### config.mk
export PLATFORM = sky130hd
export DESIGN_NAME = shbg_guard
export DESIGN_NICKNAME = d
export VERILOG_FILES = /design/src/shbg_pkg.sv /design/src/shbg_fifo.sv /design/src/shbg_guard.sv
export SDC_FILE = /design/constraint.sdc
export NUM_CORES = 1
export LEC_CHECK = 0
export ABC_AREA = 1
export BUFFER_PORTS_ARGS = -buffer_cell sky130_fd_sc_hd__buf_2
export CAP_MARGIN = 15
export CORE_UTILIZATION = 45
export DETAILED_ROUTE_END_ITERATION = 6
export GPL_TIMING_DRIVEN = 0
export PLACE_DENSITY = 0.7
export SLEW_MARGIN = 20
export SYNTH_ARGS = -nofsm -noshare
export SYNTH_HDL_FRONTEND = slang
export SYNTH_SLANG_ARGS = --single-unit
### constraint.sdc
create_clock -name clock -period 5.09 [get_ports clock]
set_input_delay 0 -clock clock [delete_from_list [all_inputs] [get_ports clock]]
set_output_delay 0 -clock clock [all_outputs]
set_load 0.05 [all_outputs]
### src/shbg_pkg.sv
// Shared constants and types for the serial hold and supply guard block
package shbg_pkg;

  ////////////////////////////////////////////////////////////////////////////
  // Pin vector layout, as sampled by the three-stage synchronisers
  localparam int PIN_W      = 5;
  localparam int PIN_SI     = 0;
  localparam int PIN_SCK    = 1;
  localparam int PIN_CS_B   = 2;
  localparam int PIN_HOLD_B = 3;
  localparam int PIN_LOW    = 4;
  // Idle levels: deselected, not paused, clock low, supply good
  localparam logic [4:0] PIN_RST = 5'h0C;

  ////////////////////////////////////////////////////////////////////////////
  // Opcodes (plain defaults, adjust to the command set in use)
  localparam logic [7:0] WRITE_ENABLE_CMD        = 8'h06;
  localparam logic [7:0] WRITE_DISABLE_STATE_CMD = 8'h04;
  localparam logic [7:0] STATUS_WRITE_CMD        = 8'h01;
  localparam logic [7:0] MEM_WRITE_CMD           = 8'h02;

  ////////////////////////////////////////////////////////////////////////////
  // Counters and reset values
  localparam logic [2:0] BIT_LAST    = 3'h7;
  localparam logic [1:0] BYTES_SAT   = 2'h3;
  localparam logic [1:0] BYTES_WRITE = 2'h2;
  localparam logic [1:0] BYTES_CMD   = 2'h1;
  localparam logic [7:0] BYTE_RST    = 8'h00;
  localparam int FIFO_DEPTH = 16;

  ////////////////////////////////////////////////////////////////////////////
  // One received byte: first marks the opcode byte of a selection
  typedef struct packed {
    logic       first;
    logic [7:0] data;
  } shbg_rx_t;

  localparam int RX_W = $bits(shbg_rx_t);

  // Link phase of the shifter
  typedef enum logic [1:0] {
    SHBG_IDLE   = 2'b00,
    SHBG_SHIFT  = 2'b01,
    SHBG_PAUSED = 2'b10
  } shbg_phase_t;

endpackage

### src/shbg_fifo.sv
// Small synchronous FIFO with valid/ready on both sides
`timescale 1ns/1ps
module shbg_fifo #(
  parameter int WIDTH = 9,
  parameter int DEPTH = 16
) (
  // Clock and reset
  input  wire logic             clock,
  input  wire logic             rst_b,
  // Fill side
  input  wire logic             in_valid,
  output logic                  in_ready,
  input  wire logic [WIDTH-1:0] in_data,
  // Drain side
  output logic                  out_valid,
  input  wire logic             out_ready,
  output logic [WIDTH-1:0]      out_data
);

  localparam int AW = $clog2(DEPTH);

  logic [WIDTH-1:0] mem [DEPTH];   // Storage words
  logic [AW:0]      wr_ptr;        // Write pointer with wrap bit
  logic [AW:0]      rd_ptr;        // Read pointer with wrap bit
  wire              full;          // All words in use
  wire              empty;         // No word held
  wire              push;          // Word accepted
  wire              pop;           // Word taken

  assign full      = (wr_ptr[AW] != rd_ptr[AW]) && (wr_ptr[AW-1:0] == rd_ptr[AW-1:0]);
  assign empty     = (wr_ptr == rd_ptr);
  assign in_ready  = !full;
  assign out_valid = !empty;
  assign push      = in_valid && in_ready;
  assign pop       = out_valid && out_ready;
  assign out_data  = mem[rd_ptr[AW-1:0]];

  ////////////////////////////////////////////////////////////////////////////
  // Pointers; storage has no reset, only valid words are ever read
  always_ff @(posedge clock or negedge rst_b) begin
    if (!rst_b) begin
      wr_ptr <= '0;
      rd_ptr <= '0;
    end else begin
      if (push) begin
        wr_ptr <= wr_ptr + 1'b1;
      end
      if (pop) begin
        rd_ptr <= rd_ptr + 1'b1;
      end
    end
  end

  // Write port
  always_ff @(posedge clock) begin
    if (push) begin
      mem[wr_ptr[AW-1:0]] <= in_data;
    end
  end

endmodule

### src/shbg_guard.sv
// Serial link front end with pause control and low-supply write guard
`timescale 1ns/1ps
module shbg_guard
  import shbg_pkg::*;
(
  // Clock and reset
  input  wire logic  clock,
  input  wire logic  rst_b,
  // Link pins from the host
  input  wire logic  cs_b,
  input  wire logic  sck,
  input  wire logic  si,
  input  wire logic  hold_b,
  // Serial data out, enable low while driving
  output logic       so_out,
  output logic       so_oe_b,
  // Supply-drop detector level
  input  wire logic  supply_low,
  // Transmit side
  input  wire logic  so_enable,
  input  wire logic [7:0] tx_byte,
  // Received byte stream
  output logic       rx_valid,
  input  wire logic  rx_ready,
  output shbg_rx_t   rx_data,
  // Write control and status
  output logic       write_enable_latch,
  output logic       write_start,
  output logic       write_is_status,
  output logic       write_abort,
  output logic       overrun,
  output logic       paused,
  output logic       selected
);

  ////////////////////////////////////////////////////////////////////////////
  // Pin synchronisers and agreement filter
  logic [PIN_W-1:0] sync1;        // First stage, read only by sync2
  logic [PIN_W-1:0] sync2;        // Second stage
  logic [PIN_W-1:0] sync3;        // Third stage
  logic [PIN_W-1:0] filt;         // Accepted pin levels
  logic             sck_prev;     // Last accepted clock level
  logic             cs_prev;      // Last accepted select level
  logic             low_prev;     // Last accepted supply level

  always_ff @(posedge clock or negedge rst_b) begin
    if (!rst_b) begin
      sync1 <= PIN_RST;
      sync2 <= PIN_RST;
      sync3 <= PIN_RST;
    end else begin
      sync1 <= {supply_low, hold_b, cs_b, sck, si};
      sync2 <= sync1;
      sync3 <= sync2;
    end
  end

  // A level counts only once two later stages agree
  generate
    for (genvar i = 0; i < PIN_W; i++) begin : g_filt
      always_ff @(posedge clock or negedge rst_b) begin
        if (!rst_b) begin
          filt[i] <= PIN_RST[i];
        end else if (sync2[i] == sync3[i]) begin
          filt[i] <= sync3[i];
        end
      end
    end
  endgenerate

  // Previous accepted levels for edge finding
  always_ff @(posedge clock or negedge rst_b) begin
    if (!rst_b) begin
      sck_prev <= PIN_RST[PIN_SCK];
      cs_prev  <= PIN_RST[PIN_CS_B];
      low_prev <= PIN_RST[PIN_LOW];
    end else begin
      sck_prev <= filt[PIN_SCK];
      cs_prev  <= filt[PIN_CS_B];
      low_prev <= filt[PIN_LOW];
    end
  end

  ////////////////////////////////////////////////////////////////////////////
  // Decoded events
  wire sck_f     = filt[PIN_SCK];               // Clock level
  wire sel       = !filt[PIN_CS_B];             // Device selected
  wire cs_rise   = filt[PIN_CS_B] && !cs_prev;  // Deselect edge
  wire cs_fall   = !filt[PIN_CS_B] && cs_prev;  // Select edge
  wire low_f     = filt[PIN_LOW];               // Supply too low
  wire low_rise  = low_f && !low_prev;          // Drop detected
  wire hold_req  = !filt[PIN_HOLD_B];           // Pause requested
  wire sck_rise  = sck_f && !sck_prev;
  wire sck_fall  = !sck_f && sck_prev;

  shbg_phase_t phase;             // Shifter phase
  shbg_phase_t next_phase;
  logic [2:0]  bit_cnt;           // Bit within the current byte
  logic [1:0]  byte_cnt;          // Whole bytes seen, saturating
  logic [7:0]  rx_shift;          // Incoming bits
  logic [7:0]  tx_shift;          // Outgoing bits
  logic [7:0]  opcode;            // First byte of this selection
  logic        tx_load;           // Reload outgoing byte at next fall

  wire hold    = (phase == SHBG_PAUSED);
  // Clock edges only count while selected and not paused
  wire live_rise = sck_rise && sel && !hold;
  wire live_fall = sck_fall && sel && !hold;
  wire byte_done = live_rise && (bit_cnt == BIT_LAST);

  ////////////////////////////////////////////////////////////////////////////
  // Pause entry and exit. With the clock low the pause tracks the pin at once;
  // with it high the old state is kept, so the change lands on the fall.
  always_comb begin
    next_phase = phase;
    unique case (phase)
      SHBG_IDLE: begin
        if (cs_fall) begin
          next_phase = SHBG_SHIFT;
        end
      end
      SHBG_SHIFT: begin
        if (!sel) begin
          next_phase = SHBG_IDLE;
        end else if (!sck_f && hold_req) begin
          next_phase = SHBG_PAUSED;
        end
      end
      SHBG_PAUSED: begin
        if (!sel) begin
          next_phase = SHBG_IDLE;
        end else if (!sck_f && !hold_req) begin
          next_phase = SHBG_SHIFT;
        end
      end
      default: begin
        next_phase = SHBG_IDLE;
      end
    endcase
  end

  // Phase register
  always_ff @(posedge clock or negedge rst_b) begin
    if (!rst_b) begin
      phase <= SHBG_IDLE;
    end else begin
      phase <= next_phase;
    end
  end

  ////////////////////////////////////////////////////////////////////////////
  // Shift path; counters clear on deselect and otherwise move only on live edges, so a pause freezes them
  always_ff @(posedge clock or negedge rst_b) begin
    if (!rst_b) begin
      bit_cnt  <= '0;
      byte_cnt <= '0;
      rx_shift <= BYTE_RST;
      opcode   <= BYTE_RST;
    end else if (!sel) begin
      bit_cnt  <= '0;
      byte_cnt <= '0;
    end else if (live_rise) begin
      rx_shift <= {rx_shift[6:0], filt[PIN_SI]};
      bit_cnt  <= bit_cnt + 3'h1;
      if (bit_cnt == BIT_LAST && byte_cnt != BYTES_SAT) begin
        byte_cnt <= byte_cnt + 2'h1;
      end
      if (bit_cnt == BIT_LAST && byte_cnt == '0) begin
        opcode <= {rx_shift[6:0], filt[PIN_SI]};
      end
    end
  end

  // Outgoing byte: loaded on select, reloaded on the fall after a byte
  always_ff @(posedge clock or negedge rst_b) begin
    if (!rst_b) begin
      tx_shift <= BYTE_RST;
      tx_load  <= 1'b0;
    end else if (cs_fall) begin
      tx_shift <= tx_byte;
      tx_load  <= 1'b0;
    end else if (byte_done) begin
      tx_load  <= 1'b1;
    end else if (live_fall) begin
      tx_shift <= tx_load ? tx_byte : {tx_shift[6:0], 1'b0};
      tx_load  <= 1'b0;
    end
  end

  // Output pin: floated whenever paused or deselected
  always_ff @(posedge clock or negedge rst_b) begin
    if (!rst_b) begin
      so_out  <= 1'b0;
      so_oe_b <= 1'b1;
    end else begin
      so_out  <= tx_shift[7];
      so_oe_b <= !(sel && !hold && so_enable && next_phase == SHBG_SHIFT);
    end
  end

  ////////////////////////////////////////////////////////////////////////////
  // Received bytes into the FIFO; a refused byte marks the selection broken
  wire      push_ready;
  shbg_rx_t push_word;

  assign push_word = '{first: (byte_cnt == '0), data: {rx_shift[6:0], filt[PIN_SI]}};

  shbg_fifo #(
    .WIDTH (RX_W),
    .DEPTH (FIFO_DEPTH)
  ) u_fifo (
    .clock     (clock),
    .rst_b     (rst_b),
    .in_valid  (byte_done),
    .in_ready  (push_ready),
    .in_data   (push_word),
    .out_valid (rx_valid),
    .out_ready (rx_ready),
    .out_data  (rx_data)
  );

  // Overrun lasts until the next selection begins
  always_ff @(posedge clock or negedge rst_b) begin
    if (!rst_b) begin
      overrun <= 1'b0;
    end else if (byte_done && !push_ready) begin
      overrun <= 1'b1;
    end else if (cs_fall) begin
      overrun <= 1'b0;
    end
  end

  ////////////////////////////////////////////////////////////////////////////
  // Commit decode at the deselect edge. A paused deselect, a partial byte
  // or low supply cancel every commit; a lost byte cancels only a write.
  function automatic logic is_write_op(input logic [7:0] op);
    return (op == MEM_WRITE_CMD) || (op == STATUS_WRITE_CMD);
  endfunction

  wire clean_end = cs_rise && !hold && (bit_cnt == '0) && !low_f;
  wire do_write  = clean_end && is_write_op(opcode) && (byte_cnt >= BYTES_WRITE)
                   && write_enable_latch && !overrun;
  wire do_wen    = clean_end && (opcode == WRITE_ENABLE_CMD) && (byte_cnt == BYTES_CMD);
  wire do_wdis   = clean_end && (opcode == WRITE_DISABLE_STATE_CMD) && (byte_cnt == BYTES_CMD);

  // Write latch: supply drop and reset win over everything
  always_ff @(posedge clock or negedge rst_b) begin
    if (!rst_b) begin
      write_enable_latch <= 1'b0;
    end else if (low_f) begin
      write_enable_latch <= 1'b0;
    end else if (do_write || do_wdis) begin
      write_enable_latch <= 1'b0;
    end else if (do_wen) begin
      write_enable_latch <= 1'b1;
    end
  end

  // Write start pulse and abort level; abort shows from reset on
  always_ff @(posedge clock or negedge rst_b) begin
    if (!rst_b) begin
      write_start     <= 1'b0;
      write_is_status <= 1'b0;
      write_abort     <= 1'b1;
    end else begin
      write_start     <= do_write;
      write_is_status <= do_write ? (opcode == STATUS_WRITE_CMD) : write_is_status;
      write_abort     <= low_f || low_rise;
    end
  end

  assign paused   = hold;
  assign selected = sel;
endmodule

==> out/metrics.cfg <==
[clock_tree]
clockBufferDepth = 3
clock_latency_ns = 0.51
clkTransAtPathRegs_ns = 0.06
root_buffer = clkbuf_16
cts_buffers = 23
clkSinkCount = 214
cts_tree = yes
cts_htree_levels = 1
post_cts_buffers = 0

[setup_path]
start_kind = flop
crit_path_end_kind = output pin
worstPathMaxFanout = 10
endpoint = rx_data[3]
critPathLaunch = u_fifo.rd_ptr[0]
reg2reg_to = u_fifo.mem[9][3]
reg2reg_from = u_fifo.rd_ptr[0]
critical_path_class = reg -> out
required_ns = 5.09
rrSetupSlack_ns = 2.74
crit_chain = buf_4, buf_2, clkbuf_1, o21ai_0, nand3_1, nand2_1, nand2_1, buf_2
critPathMaxStageDelay_ns = 0.56
reg2reg_depth = 8
crit_slowest_cell = clkbuf_1
critPathArrivalTime_ns = 2.65

[timing]
setup_ws_ns = 2.44
tightest_slew_ns = 0.990
skew_ns = 0.0147
period_needed_ns = 2.65
fin_setup_tns_ns = 0
drv_slew = 0
clock.fmax_mhz = 377
rsz0062_at_grt = false
max_slew_margin_pct = 33.8
setup_viol = 0
finalHoldViolations = 0
min_period_over_period_pct = 52.1

[hold_path]
hold_class = in -> reg
hp-start = cs_b
hold_depth = 2

[flow_run]
cap_violations = 0

[route]
drt_iter0_markers = 474
antenna_left = 0
drtPass1Iterations = 5
drc = 0
viasPerCell = 5.21
wl_per_cell_um = 17.1
vias = 6093
totalWireLength_um = 20100

[placed_design]
place_hpwl_um = 12700
place_ws_ns = 2.64
dpl.cell_count = 1113
place.gp.congestion = 0.818
io_buffers = 35

[layout]
final_nets = 920
drive_above_1_share_pct = 13.9
syn2layout_area_growth_pct = 15.5
num_antenna_cells = 0
instances_no_fill = 1170

[synthesis]
synth_most_common_cell = nand2_1
syn_avg_cell_area_sq_um = 11.1
ys_warn_count = 0
synth_common_cells = 204 x nand2_1, 144 x edfxtp_1, 65 x nor2_1
ys_ff_latch = 214
yosys.cell_types.count = 33
async_reset_ff_share_pct = 32.7
synthFlopType = edfxtp_1
syn_inst = 812
synth_top_area_share_pct = 48.1
synth_area_leader_cell = edfxtp_1
seq_area_frac_synth_pct = 67.8
syn_nets = 841
ys_top_cells_by_area = edfxtp_1 48%, dfrtp_1 16%, nand2_1 8.5%
synth_edf_count = 144
netlist_area_sq_um = 8990

[grt]
top_usage_layer = met2
gr-usage-all-layers_pct = 20.6
grt_pass1_vias = 5708
grt_max_degree = 42
antenna_found_initial = 0
grt_pass1_wl_um = 31500
met3_usage_pct = 3.17
met1_usage_pct = 28.8
grt-ovfl-total = 0
grtUsageMet2_pct = 32.9

[run_status]
status = finished, final reports clean

[die]
die_h_um = 143
dieArea_sq_um = 20500
row_count = 51
core_area_sq_um = 19500
initial_core_util_pct = 46.0
die_w_um = 143
ioPinCount = 36

[power_and_ir_drop]
power_density_nw_per_um2 = 515
leakagePower_nw = 4.16
irDropWorstVdd_v = 0.000283

-- cell usage in the layout (no fill, tap or decap), drive strengths merged --
master,count
nand2,209
edfxtp,144
nor2,80
o21ai,69
inv,66
dfrtp,59
nand3,58
buf,57
clkbuf,46
a21oi,43
dlygate4sd3,17
ha,12
dfstp,11
o211ai,9
maj3,5
clkinv,5
xnor2,4
xor2,4
nand3b,3
o211a,1
nand4,1
o221ai,1
nor3,1
-- area by class of cell --
class	instances	area (sq um)
clock inverter	7	35.0
buffer	34	206
sequential	214	6090
tap	265	332
clock buffer	32	639
timing repair buffer	54	388
inverter	64	240
multi-input combinational	500	2450
fill	1716	9150
-- worst min-delay path by stage --
stage                        to
floorplan            bit_cnt[0]
global placement       sync1[2]
detailed placement  tx_shift[4]
CTS                    sync1[0]
global route           sync1[1]
finish                 sync1[2]
-- report_power, final --
| part | leakage, nW | switching, mW | total [mW] | internal [mW] |
|---|---|---|---|---|
| logic | 1.63 | 1.12 | 1.54 | 0.419 |
| registers | 2.20 | 0.206 | 2.30 | 2.10 |
| clock network | 0.331 | 0.643 | 1.51 | 0.870 |
-- metrics by stage --
| stage | instance area, sq um | hold WS (ns) | util (%) | power [mW] |
|---|---|---|---|---|
| floorplan | 8990 | -0.296 | - | 3.31 |
| global placement | 9490 | 0.105 | 48.6 | 3.82 |
| detailed placement | 9520 | -0.0471 | 48.7 | 3.85 |
| CTS | 10400 | 0.115 | 53.2 | 5.37 |
| global route | 10400 | 0.126 | 53.2 | 5.59 |
| finish | 10400 | 0.137 | 53.2 | 5.35 |
-- layer usage --
metal,wire length (um),vias to the layer above
li1,-,2892
met1,8760,2921
met2,9220,236
met3,1450,44
met4,630,0
met5,0,-
-- repair_timing --
item	CTS	global route
hold buffers	18	0
hold endpoints to repair	78	0
gates resized for setup	0	0
-- registers in the layout, indices dropped and copies added, names as in the netlist, 2 cells and up --
register,cells
sync3,5
sync1,5
byte_cnt,2
tx_shift,8
opcode,8
rx_shift,7
u_fifo.rd_ptr,5
filt,3
u_fifo.wr_ptr,5
bit_cnt,3
phase,2
u_fifo.mem,144
sync2,5
-- worst max-delay path, delay by kind of cell (launching register included) --
family	cells	cell delay [ns]
buf+inv	4	1.28
flops	1	0.35
simple gates	3	0.29
compound gates	1	0.21
-- logic make-up (layout without fill, tap and decap cells) --
group | Yosys count | in the layout | share of synthesized area [%]
flops | 214 | 214 | 67.8
simple gates | 352 | 352 | 17.0
compound gates | 123 | 123 | 7.24
fa+ha+maj | 17 | 17 | 2.23
xor+xnor | 8 | 8 | 0.780
buf+inv | 98 | 191 | 4.97
Power figures use the tool's default switching activity.
